===== config.mk =====
export PLATFORM = sky130hd
export DESIGN_NAME = erff_filter
export DESIGN_NICKNAME = d
export VERILOG_FILES = /design/src/erff_pkg.sv /design/src/erff_filter.sv
export SDC_FILE = /design/constraint.sdc
export NUM_CORES = 2
export LEC_CHECK = 0
export CORE_AREA = 2 2 655 657
export CTS_BUF_LIST = sky130_fd_sc_hd__clkbuf_2
export CTS_CLUSTER_SIZE = 16
export DETAILED_ROUTE_END_ITERATION = 16
export DIE_AREA = 0 0 657 659
export DONT_BUFFER_PORTS = 1
export PLACE_DENSITY = 0.35
export SYNTH_ARGS = -nofsm -noshare
export SYNTH_HDL_FRONTEND = slang
export SYNTH_SLANG_ARGS = --single-unit
export TNS_END_PERCENT = 1

===== constraint.sdc =====
create_clock -name clk -period 47.6 [get_ports clk]
set_input_delay 2.38 -clock clk [delete_from_list [all_inputs] [get_ports clk]]
set_output_delay 2.38 -clock clk [all_outputs]
set_load 0.1 [all_outputs]

===== src/erff_pkg.sv =====
// Operation
// - With the type-field option on, frames whose type field is a real type pass the encapsulation check.
// - With the SNAP or LLC option on, frames carrying that header pass the encapsulation check.
// - With no encapsulation option on, every frame passes the encapsulation check.
// - Up to eight stacked MPLS and VLAN levels are matched, each with its own settings.
// - The pattern criterion compares a 32-bit value with four frame bytes at the pattern offset.
// - One pattern offset serves all eight rows and counts only in enabled rows using the pattern.
// - The pattern offset counts bytes from the first destination address byte.
// - An MPLS level matches label and TTL, optionally bottom-of-stack and experimental bits.
// - A VLAN level matches priority and VLAN id, optionally the CFI bit.
// - Bit rate and rate difference use one-second windows, from the external reference if valid.
// - The accumulated difference sums continuously and clears on measurement start.
// - Separate flags show frames present, MPLS label seen and VLAN tag seen.
// - GPS availability stays off for 30 seconds after the GPS signal appears.
// - A frame passes the rows when all enabled criteria of one enabled row match.
// - With a mask enabled only bits whose mask bit is one are compared.
package erff_pkg;
   localparam int NROWS = 8;
   localparam int NLVL = 8;
   localparam int FIFO_W = 16;
   localparam int FIFO_D = 8;
   // Header layout, byte positions from the first destination address byte
   localparam logic [15:0] TYPE_POS = 16'h000c;
   localparam logic [15:0] TAG_STEP = 16'h0004;
   localparam logic [15:0] MPLS_OFS = 16'h0002;
   localparam logic [15:0] LAST_OF4 = 16'h0003;
   localparam logic [15:0] LAST_OF2 = 16'h0001;
   localparam logic [15:0] TYPE_VLAN = 16'h8100;
   localparam logic [15:0] TYPE_MPLS_UC = 16'h8847;
   localparam logic [15:0] TYPE_MPLS_MC = 16'h8848;
   localparam logic [15:0] TYPE_MIN = 16'h0600;
   localparam logic [15:0] SNAP_SAPS = 16'haaaa;
   // Field positions inside a VLAN tag control word and an MPLS entry
   localparam int VLAN_CFI_BIT = 12;
   localparam int MPLS_BOS_BIT = 8;
   localparam int MPLS_EXP_LO = 9;
   localparam int MPLS_EXP_HI = 11;
   localparam logic [3:0] LVL_LAST = 4'h7;
   localparam logic [3:0] LVL_FULL = 4'h8;
   // Timing
   localparam longint CLK_HZ = 10_000_000;
   localparam longint REF_HZ = 10_000_000;
   localparam longint WINDOW_S = 1;
   localparam longint WINDOW_CYC = CLK_HZ * WINDOW_S;
   localparam longint WINDOW_REF = REF_HZ * WINDOW_S;
   localparam logic [5:0] GPS_SYNC_S = 6'h1e;
   localparam logic [3:0] BYTE_BITS = 4'h8;
   // Receive parser states
   typedef enum logic [1:0] {
      ERFF_IDLE = 2'b00,
      ERFF_RECV = 2'b01,
      ERFF_PUSH = 2'b11
   } erff_state_e;
endpackage


===== src/erff_filter.sv =====
`timescale 1ns/100ps
//------------------------------------------------------------
// Verdict FIFO
//------------------------------------------------------------
module erff_fifo #(
   parameter int W = 16,
   parameter int D = 8
) (
   // Clock and reset
   input wire logic clk,
   input wire logic sys_rst,
   // Fill side
   input wire logic in_valid,
   input wire logic [W-1:0] in_data,
   output logic in_ready,
   // Drain side
   output logic out_valid,
   output logic [W-1:0] out_data,
   input wire logic out_ready
);
   localparam int AW = $clog2(D);
   logic [W-1:0] mem [D];
   logic [AW-1:0] wr_r;
   logic [AW-1:0] rd_r;
   logic [AW:0] cnt_r;
   logic [AW:0] cnt_nxt;
   logic push;
   logic pop;

   assign push = in_valid && in_ready;
   assign pop = out_valid && out_ready;
   assign out_data = mem[rd_r];
   assign cnt_nxt = cnt_r + (AW+1)'(push) - (AW+1)'(pop);

   always_ff @(posedge clk) begin
      if (push) begin
         mem[wr_r] <= in_data;
      end
   end

   always_ff @(posedge clk or posedge sys_rst) begin
      if (sys_rst) begin
         wr_r <= '0;
         rd_r <= '0;
         cnt_r <= '0;
         in_ready <= 1'b0;
         out_valid <= 1'b0;
      end else begin
         wr_r <= push ? AW'((wr_r + 1'b1) % D) : wr_r;
         rd_r <= pop ? AW'((rd_r + 1'b1) % D) : rd_r;
         cnt_r <= cnt_nxt;
         in_ready <= (cnt_nxt != (AW+1)'(D));
         out_valid <= (cnt_nxt != '0);
      end
   end
endmodule // erff_fifo

//------------------------------------------------------------
// Receive frame filter and status
//------------------------------------------------------------
module erff_filter
   import erff_pkg::*;
#(
   parameter longint WIN_CYC = erff_pkg::WINDOW_CYC,
   parameter longint WIN_REF = erff_pkg::WINDOW_REF
) (
   // Clock and reset
   input wire logic clk,
   input wire logic sys_rst,
   // Received byte stream
   input wire logic rx_valid,
   input wire logic [7:0] rx_data,
   input wire logic rx_sof,
   input wire logic rx_eof,
   output logic rx_ready,
   // Analysis path: length of each passing frame
   output logic ana_valid,
   output logic [erff_pkg::FIFO_W-1:0] ana_len,
   input wire logic ana_ready,
   // Global filter settings
   input wire logic filt_en,
   input wire logic enc_eth,
   input wire logic enc_snap,
   input wire logic enc_llc,
   input wire logic [15:0] pat_off,
   // Row settings
   input wire logic [erff_pkg::NROWS-1:0] row_en,
   input wire logic [erff_pkg::NROWS-1:0] row_pat_en,
   input wire logic [erff_pkg::NROWS-1:0] row_pat_mask_en,
   input wire logic [erff_pkg::NROWS*32-1:0] row_pat_val,
   input wire logic [erff_pkg::NROWS*32-1:0] row_pat_mask,
   input wire logic [erff_pkg::NROWS*erff_pkg::NLVL-1:0] row_vlan_sel,
   input wire logic [erff_pkg::NROWS*erff_pkg::NLVL-1:0] row_mpls_sel,
   // Per-level settings
   input wire logic [erff_pkg::NLVL*16-1:0] lvl_vlan_val,
   input wire logic [erff_pkg::NLVL*16-1:0] lvl_vlan_mask,
   input wire logic [erff_pkg::NLVL-1:0] lvl_vlan_mask_en,
   input wire logic [erff_pkg::NLVL-1:0] lvl_vlan_cfi_en,
   input wire logic [erff_pkg::NLVL*32-1:0] lvl_mpls_val,
   input wire logic [erff_pkg::NLVL*32-1:0] lvl_mpls_mask,
   input wire logic [erff_pkg::NLVL-1:0] lvl_mpls_mask_en,
   input wire logic [erff_pkg::NLVL-1:0] lvl_mpls_bos_en,
   input wire logic [erff_pkg::NLVL-1:0] lvl_mpls_exp_en,
   // Rate measurement
   input wire logic meas_start,
   input wire logic [31:0] nominal_rate,
   input wire logic ext_ref_valid,
   input wire logic ext_ref_clk,
   input wire logic gps_present,
   output logic [31:0] bit_rate,
   output logic [31:0] rate_diff,
   output logic [47:0] acc_diff,
   output logic window_tick,
   output logic gps_avail,
   // Receive status flags
   output logic frame_present,
   output logic mpls_seen,
   output logic vlan_seen
);
   import erff_pkg::*;

   //------------------------------------------------------------
   // Settings snapshot
   //------------------------------------------------------------
   logic s_filt, s_eth, s_snap, s_llc;
   logic [15:0] s_poff;
   logic [NROWS-1:0] s_row_en, s_pat_en, s_pat_men;
   logic [NROWS*32-1:0] s_pat_val, s_pat_mask;
   logic [NROWS*NLVL-1:0] s_vsel, s_msel;
   logic [NLVL*16-1:0] s_vval, s_vmask;
   logic [NLVL-1:0] s_vmen, s_vcfi, s_mmen, s_mbos, s_mexp;
   logic [NLVL*32-1:0] s_mval, s_mmask;
   logic take;
   logic first;

   assign take = rx_valid && rx_ready;
   assign first = take && rx_sof;

   always_ff @(posedge clk) begin
      if (first) begin
         s_filt <= filt_en;
         s_eth <= enc_eth;
         s_snap <= enc_snap;
         s_llc <= enc_llc;
         s_poff <= pat_off;
         s_row_en <= row_en;
         s_pat_en <= row_pat_en;
         s_pat_men <= row_pat_mask_en;
         s_pat_val <= row_pat_val;
         s_pat_mask <= row_pat_mask;
         s_vsel <= row_vlan_sel;
         s_msel <= row_mpls_sel;
         s_vval <= lvl_vlan_val;
         s_vmask <= lvl_vlan_mask;
         s_vmen <= lvl_vlan_mask_en;
         s_vcfi <= lvl_vlan_cfi_en;
         s_mval <= lvl_mpls_val;
         s_mmask <= lvl_mpls_mask;
         s_mmen <= lvl_mpls_mask_en;
         s_mbos <= lvl_mpls_bos_en;
         s_mexp <= lvl_mpls_exp_en;
      end
   end

   //------------------------------------------------------------
   // Header parser
   //------------------------------------------------------------
   erff_state_e state_r;
   logic [15:0] cnt_r, idx, tp_r, mpos_r, len_r;
   logic [31:0] sh_r, sh_nxt, pat_r;
   logic [15:0] tag_r [NLVL];
   logic [31:0] lbl_r [NLVL];
   logic [3:0] nv_r, nm_r;
   logic tags_done_r, in_mpls_r, is_type_r, is_snap_r, is_llc_r, pat_ok_r;
   logic fifo_ready, push;

   assign idx = rx_sof ? 16'h0000 : cnt_r;
   assign sh_nxt = {sh_r[23:0], rx_data};

   always_ff @(posedge clk or posedge sys_rst) begin
      if (sys_rst) begin
         state_r <= ERFF_IDLE;
         rx_ready <= 1'b0;
      end else begin
         case (state_r)
            ERFF_IDLE, ERFF_RECV: begin
               rx_ready <= 1'b1;
               if (take && rx_eof) begin
                  state_r <= ERFF_PUSH;
                  rx_ready <= 1'b0;
               end else if (first) begin
                  state_r <= ERFF_RECV;
               end
            end
            ERFF_PUSH: begin
               if (fifo_ready || !push) begin
                  state_r <= ERFF_IDLE;
                  rx_ready <= 1'b1;
               end
            end
            default: begin
               state_r <= ERFF_IDLE;
               rx_ready <= 1'b0;
            end
         endcase
      end
   end

   always_ff @(posedge clk or posedge sys_rst) begin
      if (sys_rst) begin
         cnt_r <= '0;
         len_r <= '0;
         sh_r <= '0;
         tp_r <= TYPE_POS;
         mpos_r <= '0;
         nv_r <= '0;
         nm_r <= '0;
         tags_done_r <= 1'b0;
         in_mpls_r <= 1'b0;
         is_type_r <= 1'b0;
         is_snap_r <= 1'b0;
         is_llc_r <= 1'b0;
         pat_ok_r <= 1'b0;
         pat_r <= '0;
      end else if (take) begin
         cnt_r <= idx + 1'b1;
         len_r <= idx + 1'b1;
         sh_r <= sh_nxt;
         if (rx_sof) begin
            tp_r <= TYPE_POS;
            nv_r <= '0;
            nm_r <= '0;
            tags_done_r <= 1'b0;
            in_mpls_r <= 1'b0;
            is_type_r <= 1'b0;
            is_snap_r <= 1'b0;
            is_llc_r <= 1'b0;
            pat_ok_r <= 1'b0;
         end
         if (!tags_done_r && idx == tp_r + LAST_OF4 && sh_nxt[31:16] == TYPE_VLAN
               && nv_r != LVL_FULL) begin
            tag_r[nv_r[2:0]] <= sh_nxt[15:0];
            nv_r <= nv_r + 1'b1;
            tp_r <= tp_r + TAG_STEP;
         end else if (!tags_done_r && idx == tp_r + LAST_OF2 && sh_nxt[15:0] != TYPE_VLAN) begin
            tags_done_r <= 1'b1;
            is_type_r <= sh_nxt[15:0] >= TYPE_MIN;
            in_mpls_r <= sh_nxt[15:0] == TYPE_MPLS_UC || sh_nxt[15:0] == TYPE_MPLS_MC;
            mpos_r <= tp_r + MPLS_OFS;
         end
         if (tags_done_r && !is_type_r && idx == tp_r + LAST_OF4) begin
            is_snap_r <= sh_nxt[15:0] == SNAP_SAPS;
            is_llc_r <= sh_nxt[15:0] != SNAP_SAPS;
         end
         if (in_mpls_r && idx == mpos_r + LAST_OF4) begin
            lbl_r[nm_r[2:0]] <= sh_nxt;
            nm_r <= nm_r + 1'b1;
            mpos_r <= mpos_r + TAG_STEP;
            if (sh_nxt[MPLS_BOS_BIT] || nm_r == {1'b0, LVL_LAST[2:0]}) begin
               in_mpls_r <= 1'b0;
            end
         end
         if (idx == s_poff + LAST_OF4 && !(rx_sof && pat_off != '0)) begin
            pat_r <= sh_nxt;
            pat_ok_r <= 1'b1;
         end
      end
   end

   //------------------------------------------------------------
   // Level, row and encapsulation matching
   //------------------------------------------------------------
   logic [NLVL-1:0] vlan_hit, mpls_hit;
   logic [NROWS-1:0] row_hit;
   logic enc_ok, rows_ok;

   for (genvar l = 0; l < NLVL; l++) begin : g_lvl
      logic [15:0] vcare;
      logic [31:0] mcare;
      always_comb begin
         vcare = s_vmen[l] ? s_vmask[l*16 +: 16] : '1;
         vcare[VLAN_CFI_BIT] = vcare[VLAN_CFI_BIT] & s_vcfi[l];
         mcare = s_mmen[l] ? s_mmask[l*32 +: 32] : '1;
         mcare[MPLS_BOS_BIT] = mcare[MPLS_BOS_BIT] & s_mbos[l];
         mcare[MPLS_EXP_HI:MPLS_EXP_LO] = mcare[MPLS_EXP_HI:MPLS_EXP_LO] & {3{s_mexp[l]}};
      end
      assign vlan_hit[l] = (nv_r > 4'(l)) && (((tag_r[l] ^ s_vval[l*16 +: 16]) & vcare) == '0);
      assign mpls_hit[l] = (nm_r > 4'(l)) && (((lbl_r[l] ^ s_mval[l*32 +: 32]) & mcare) == '0);
   end

   for (genvar r = 0; r < NROWS; r++) begin : g_row
      logic [31:0] pcare;
      logic pat_hit;
      assign pcare = s_pat_men[r] ? s_pat_mask[r*32 +: 32] : '1;
      assign pat_hit = pat_ok_r && (((pat_r ^ s_pat_val[r*32 +: 32]) & pcare) == '0);
      assign row_hit[r] = s_row_en[r] && (!s_pat_en[r] || pat_hit)
         && ((s_vsel[r*NLVL +: NLVL] & ~vlan_hit) == '0)
         && ((s_msel[r*NLVL +: NLVL] & ~mpls_hit) == '0);
   end

   assign enc_ok = !(s_eth || s_snap || s_llc)
      || (s_eth && is_type_r)
      || (s_snap && is_snap_r) || (s_llc && is_llc_r);
   assign rows_ok = !s_filt || (row_hit != '0);
   assign push = (state_r == ERFF_PUSH) && enc_ok && rows_ok;

   erff_fifo #(.W(FIFO_W), .D(FIFO_D)) u_fifo (
      .clk(clk),
      .sys_rst(sys_rst),
      .in_valid(push),
      .in_data(len_r),
      .in_ready(fifo_ready),
      .out_valid(ana_valid),
      .out_data(ana_len),
      .out_ready(ana_ready)
   );

   //------------------------------------------------------------
   // One-second windows
   //------------------------------------------------------------
   logic [2:0] ref_v_s, ref_c_s, gps_s;
   logic [31:0] cyc_r, edg_r, bits_r;
   logic ref_edge, tick;

   always_ff @(posedge clk or posedge sys_rst) begin
      if (sys_rst) begin
         ref_v_s <= '0;
         ref_c_s <= '0;
         gps_s <= '0;
      end else begin
         ref_v_s <= {ref_v_s[1:0], ext_ref_valid};
         ref_c_s <= {ref_c_s[1:0], ext_ref_clk};
         gps_s <= {gps_s[1:0], gps_present};
      end
   end

   assign ref_edge = ref_c_s[1] && !ref_c_s[2];
   assign tick = ref_v_s[1] ? (ref_edge && edg_r == 32'(WIN_REF - 1))
      : (cyc_r == 32'(WIN_CYC - 1));

   always_ff @(posedge clk or posedge sys_rst) begin
      if (sys_rst) begin
         cyc_r <= '0;
         edg_r <= '0;
         bits_r <= '0;
         bit_rate <= '0;
         rate_diff <= '0;
         acc_diff <= '0;
         window_tick <= 1'b0;
      end else begin
         window_tick <= tick && !meas_start;
         if (meas_start || tick || ref_v_s[1]) begin
            cyc_r <= '0;
         end else begin
            cyc_r <= cyc_r + 1'b1;
         end
         if (meas_start || tick || !ref_v_s[1]) begin
            edg_r <= '0;
         end else if (ref_edge) begin
            edg_r <= edg_r + 1'b1;
         end
         if (meas_start || tick) begin
            bits_r <= take ? 32'(BYTE_BITS) : '0;
         end else if (take) begin
            bits_r <= bits_r + 32'(BYTE_BITS);
         end
         if (meas_start) begin
            acc_diff <= '0;
         end else if (tick) begin
            bit_rate <= bits_r;
            rate_diff <= bits_r - nominal_rate;
            acc_diff <= acc_diff + 48'(signed'(33'(bits_r) - 33'(nominal_rate)));
         end
      end
   end

   //------------------------------------------------------------
   // GPS availability and status flags
   //------------------------------------------------------------
   logic [5:0] gps_cnt_r;
   logic seen_f, seen_m, seen_v;

   always_ff @(posedge clk or posedge sys_rst) begin
      if (sys_rst) begin
         gps_cnt_r <= '0;
         gps_avail <= 1'b0;
      end else if (!gps_s[1]) begin
         gps_cnt_r <= '0;
         gps_avail <= 1'b0;
      end else if (tick && gps_cnt_r != GPS_SYNC_S) begin
         gps_cnt_r <= gps_cnt_r + 1'b1;
         gps_avail <= (gps_cnt_r + 1'b1) == GPS_SYNC_S;
      end
   end

   always_ff @(posedge clk or posedge sys_rst) begin
      if (sys_rst) begin
         seen_f <= 1'b0;
         seen_m <= 1'b0;
         seen_v <= 1'b0;
         frame_present <= 1'b0;
         mpls_seen <= 1'b0;
         vlan_seen <= 1'b0;
      end else begin
         if (state_r == ERFF_PUSH) begin
            frame_present <= 1'b1;
            mpls_seen <= mpls_seen || nm_r != '0;
            vlan_seen <= vlan_seen || nv_r != '0;
         end else if (tick) begin
            frame_present <= seen_f;
            mpls_seen <= seen_m;
            vlan_seen <= seen_v;
         end
         if (tick) begin
            seen_f <= state_r == ERFF_PUSH;
            seen_m <= state_r == ERFF_PUSH && nm_r != '0;
            seen_v <= state_r == ERFF_PUSH && nv_r != '0;
         end else if (state_r == ERFF_PUSH) begin
            seen_f <= 1'b1;
            seen_m <= seen_m || nm_r != '0;
            seen_v <= seen_v || nv_r != '0;
         end
      end
   end
endmodule // erff_filter


---- After elaboration in Yosys (flattened, before gate mapping) ----
Memory sizes are Yosys's and may differ from the RTL's.
Index checks and enable logic that the tools add are counted.
word-level totals
  register bits ........................... 1,854
  bits in latches ......................... 0
  RAM bits ................................ 512
  bits in read-only memories .............. 0
  input port bits ......................... 1,542
  output and inout bits ................... 135
  memories ................................ 3
memory list
  memory      words  bits a word  read ports  clocked after memory_dff  write ports  RTL line            RTL
  lbl_r       8      32           8           0                         1            erff_filter.sv:172  logic [31:0] lbl_r [NLVL];
  tag_r       8      16           8           0                         1            erff_filter.sv:171  logic [15:0] tag_r [NLVL];
  u_fifo.mem  8      16           1           0                         1            erff_filter.sv:22   logic [W-1:0] mem [D];
cells by class
  add/subtract/negate cells ............... 21
  multiply operators ...................... 0
  div/mod/pow operators ................... 0
  magnitude comparators ................... 17
  equality and inequality tests ........... 23
  shift-type cells ........................ 0
  muxes and demuxes ....................... 88
  bitwise operators ....................... 91
  reduce and logical (&&, ||, !) cells .... 182
operator list
  operator                 count
  $mux W32                 21
  $and A32 B32 Y32         16
  $logic_not A32 Y1        16
  $xor A32 B32 Y32         16
  $mux W16                 14
  $and A16 B16 Y16         8
  $and A8 B8 Y8            16
  $logic_not A16 Y1        8
  $logic_not A8 Y1         16
  $xor A16 B16 Y16         8
  $mux W48                 2
  $logic_and A1 B1 Y1      76
  $add A16 B2 Y16 const B  4
  $add A32 B1 Y32 const B  2
  $eq A16 B16 Y1           4
  $eq A16 B16 Y1 const B   4
  $eq A32 B24 Y1 const B   2
  $add A48 B48 Y48         1
  $mux W1                  40
  $sub A32 B32 Y33         1
  $add A16 B1 Y16 const B  2
  $add A16 B3 Y16 const B  2
  $add A32 B4 Y32 const B  1
  $gt A4 B3 Y1 const B     8
  38 further kinds         134

---- Longest topological paths before layout ----
  depth after elaboration ................. 17
  mapped depth ............................ 23
  mapped depth without buffers ............ 23

---- Modules after synthesis ----
A second synthesis with hierarchy kept.
unflattened totals
  cells, all modules ...................... 6,242
  area, all modules ....................... 93,841.3 um^2
modules (own cells, without submodules)
  module       instances  cells each  area each (um^2)  seq. area each (um^2)
  erff_filter  1          5,997       88,303.4          64,894.7
  erff_fifo    1          245         5,537.8           4,144.0

---- Worst setup path after synthesis ----
OpenSTA, ideal clock, no wires.
  kind .................................... in2reg
  from .................................... input port rx_sof
  to ...................................... register tp_r[10]
  library setup time ...................... 0.167 ns
  arrival time ............................ 37.525 ns
  setup slack ............................. 9.908 ns
  stages on the path ...................... 8
  path buffers ............................ 3
  cells stage by stage .................... buf_2 buf_2 buf_1 nand2_1 inv_1 nor2_1 o21ai_0 o31ai_1
on the way
  cells in the longest elaborated chain, start to end .. 7
ends and longest elaborated chain
  element                            RTL line            RTL
  start: declaration                 erff_filter.sv:73   input wire logic rx_sof,
  $mux W16                           erff_filter.sv:177  assign idx = rx_sof ? 16'h0000 : cnt_r;
  $eq A16 B16 Y1                     erff_filter.sv:240  if (!tags_done_r && idx == tp_r + LAST_OF4 && sh_nxt[31:16] == TYPE_VLAN
  $logic_and A1 B1 Y1 (2 in series)  erff_filter.sv:240
  $logic_and A1 B1 Y1                erff_filter.sv:241  && nv_r != LVL_FULL) begin
  $reduce_bool A2 Y1 (no line)       --
  $reduce_and A2 Y1 (no line)        --
  end signal: assignment             erff_filter.sv:244  tp_r <= tp_r + TAG_STEP;
  end: declaration                   erff_filter.sv:169  logic [15:0] cnt_r, idx, tp_r, mpos_r, len_r;
Several ways; a longest one is shown, not always the timed one.
A chain may end at the register's enable or synchronous reset.

---- Worst setup path after layout ----
  from .................................... register bits_r[7]
  to ...................................... register acc_diff[47]
on the way
  cells in the longest elaborated chain, start to end .. 4
ends and longest elaborated chain
  element                   RTL line            RTL
  start: declaration        erff_filter.sv:322  logic [31:0] cyc_r, edg_r, bits_r;
  start signal: assignment  erff_filter.sv:363  bits_r <= take ? 32'(BYTE_BITS) : '0;
  start signal: assignment  erff_filter.sv:365  bits_r <= bits_r + 32'(BYTE_BITS);
  $sub A32 B32 Y33          erff_filter.sv:372  acc_diff <= acc_diff + 48'(signed'(33'(bits_r) - 33'(nominal_rate)));
  $add A48 B48 Y48          erff_filter.sv:372
  $mux W48                  erff_filter.sv:369  end else if (tick) begin
  $mux W48                  erff_filter.sv:367  if (meas_start) begin
  end signal: assignment    erff_filter.sv:372
  end: declaration          erff_filter.sv:112  output logic [47:0] acc_diff,
Every way passes these cells. The select of a mux whose other input is x is not followed.

==> results.cfg <==
[status]
outcome = finished, final reports clean

[place]
preCtsSetupSlack_ps = 38740
placed_area_sq_um = 102000
dpl.hpwl_mm = 331
portBuffers = 0
placed_cells = 11900
place.gp.congestion = 0.886

[power_and_ir_drop]
powerDensity_nw_per_um2 = 37.9
p_leak_nw = 43.0
max-vdd-ir-drop_mv = 0.0229
total_power_mw = 4.54

[routing]
routed_wl_mm = 460
viasPerCell = 4.53
drc = 0
wl_per_cell_um = 32.0
first_pass_iters = 5
ant_nets = 0
drtIter0Drc = 5719
vias = 65149

[yosys]
syn-cell-area_sq_um = 94300
async_flop_share = 0.150
yosys_warnings = 0
syn-instance-count = 6235
yosysSeqAreaShare = 0.732
avgSynthCellArea_sq_um = 15.1
synth_ff_type = edfxtp_1
synth-edff-count = 2004
ys_types = 105
synth-seq-cells = 2358

[critical_path]
reg2regPathDepth = 20
r2r_start = bits_r[7]
arrival_ps = 9040
worst-r2r-setup-slack_ps = 40500
cp_max_fo = 17
worst_setup_path_start_kind = register
critPathKind = reg -> reg
cp-end-kind = register
worstPathRequired_ps = 49540
startpoint = bits_r[7]
r2r_end = acc_diff[47]

[timing]
worstMarginPinSlew_ps = 1290
fmax_ghz = 0.141
whs_ps = 351
finalSetupTns_ps = 0
fin_skew_ps = 325
hold_violations = 0
setup_viol = 0
relSlewSlack = 0.117
fin_crit_ps = 7100
setup_slack_ps = 40500
fin_crit_sh = 0.149
maxSlewViolCount = 0
rsz0062_at_grt = no

[flow_run]
cap_violations = 0

[floorplanning]
io_pins = 1677
die_h_um = 659
rows = 240
dieArea_sq_um = 433000
core_area_sq_um = 426000
initial_utilization = 0.221
dieWidth_um = 657

[cts]
clk_latency_ps = 2170
clk_pin_slew_ps = 100
post_cts_buffers = 0
post_cts_resized = 0
cts_tree = done
htreeDepth = 6
clkSinkCount = 2358
clock_path_buffers = 4
numCtsBuffers = 679
cts-root-buf = clkbuf_2

[global_routing]
grt_overflow = 0
antenna_found_initial = 350
grt_pass1_wl_mm = 600
grt_max_degree = 178
gr-usage-all-layers = 0.205
first_global_vias = 65688

[worst_hold_path]
whs_endpoint = ref_c_s[1]
hold_path.class = reg -> reg
holdPathStages = 0
min-delay-start = ref_c_s[0]

[layout]
drive_gt1_frac = 0.170
syn_to_final_growth_pct = 26.8
finalNonFillerCells = 14366
nets = 9604
nFillCells = 44102
postLayoutCoreUtil = 0.281
finalInstanceArea_sq_um = 120000
[sequential cells by signal, summed over array words and instances (netlist names), 29 cells and up]
name / flops
lbl_r: 256
s_mmask: 256
s_mval: 256
s_pat_mask: 256
s_pat_val: 256
s_vmask: 128
s_vval: 128
tag_r: 128
u_fifo.mem: 128
s_msel: 64
s_vsel: 64
acc_diff: 48
cyc_r: 32
edg_r: 32
pat_r: 32
rate_diff: 32
bit_rate: 29
bits_r: 29
[repair_timing]
item                       4_1_cts  5_1_grt
setup endpoints to repair        0        0
hold endpoints to repair      1151        0
hold buffers                  1062        0
[cell usage after synthesis, drive strengths merged, types with 48 or more instances]
cell type  count  area [sq um]
edfxtp      2004         60200
xor2         546          4780
nand2        514          1930
dfrtp        352          8810
a21oi        337          1690
o21ai        264          1320
nor2         230           871
o22ai        176          1110
xnor2        139          1220
a22oi        136          1030
inv          128           480
clkbuf       123           463
nand3        121           621
nor4         120           841
nand4        109           694
ha           104          1300
nand2b        76           475
nor3          73           365
mux2          70           788
and3          51           324
nor2b         48           300
[cells by family (layout without fill, tap and decap cells)]
group | count (synthesis) | in the layout | share of synthesized area
simple gates | 1487 | 1487 | 0.0803
flops | 2358 | 2358 | 0.732
xor+xnor | 685 | 685 | 0.0636
compound gates | 1180 | 1180 | 0.0787
buf+inv | 295 | 2558 | 0.0125
fa+ha+maj | 106 | 106 | 0.0142
other cells | 1 | 182 | 0.0000398
mux | 123 | 123 | 0.0182
[worst max-delay path, stage by stage, from the launching register on]
cell and delay (ps):
dfrtp_1 570, ha_1 370, a21oi_1 260, nand3_1 100, o21ai_0 420, o211ai_1 340, o21ai_0 550, o21ai_0 270
o21ai_0 370, o21a_1 730, ha_1 440, a21o_1 190, a21oi_1 180, o211ai_1 160, or3b_2 460, o21ai_0 530
o211ai_1 190, o211ai_1 190, o21ai_0 170, mux2i_1 190, mux2_2 350
[per-layer routing]
layer,routed length [um],track usage
met3,31400,0.0477
met5,432,0
met2,230000,0.355
met1,178000,0.242
met4,20100,0.0883
[where the power goes]
| part | internal (mW) | switching (mW) | total, mW |
|---|---|---|---|
| clock network | 0.615 | 0.980 | 1.60 |
| registers | 2.35 | 0.0890 | 2.44 |
| logic | 0.155 | 0.350 | 0.505 |
| total | 3.12 | 1.42 | 4.54 |
[worst max path at each step]
stage	end	slack, ps	depth (start not counted)
6_report	acc_diff[47]	40500	20
5_1_grt	acc_diff[47]	39850	20
4_1_cts	u_fifo.out_valid	40340	19
3_5_place_dp	acc_diff[47]	38740	21
3_3_place_gp	acc_diff[47]	38710	21
2_1_floorplan	tp_r[10]	9910	8
[layout by cell type (no fill, tap or decap), types with 32 or more instances in the layout]
cell and n:
edfxtp_1 2004, dlygate4sd3_1 1061, clkbuf_2 994, xor2_1 546, nand2_1 513, a21oi_1 337, dfrtp_1 315, o21ai_0 256
nor2_1 222, diode_2 179, o22ai_1 175, clkinv_1 149, buf_4 142, xnor2_1 139, a22oi_1 134, inv_1 123
nand3_1 118, nand4_1 107, ha_1 104, nor4_1 99, nand2b_1 75, nor3_1 72, mux2_2 66, and3_1 50
nor2b_1 48, dfrtp_2 36, a21o_1 35, a31oi_1 32, mux4_2 32
[layout make-up]
class	instances	area [sq um]	share of cell area
multi-input cells	3584	24300	0.203
repair buffers	1205	11700	0.0981
clock inverters	231	1360	0.0114
inverters	128	495	0.00415
clock buffers	994	4970	0.0416
flip-flops and latches	2358	69100	0.578
diodes	179	448	0.00375
well taps	5687	7120	0.0595
No activity file was read; power rests on OpenSTA's default activity.
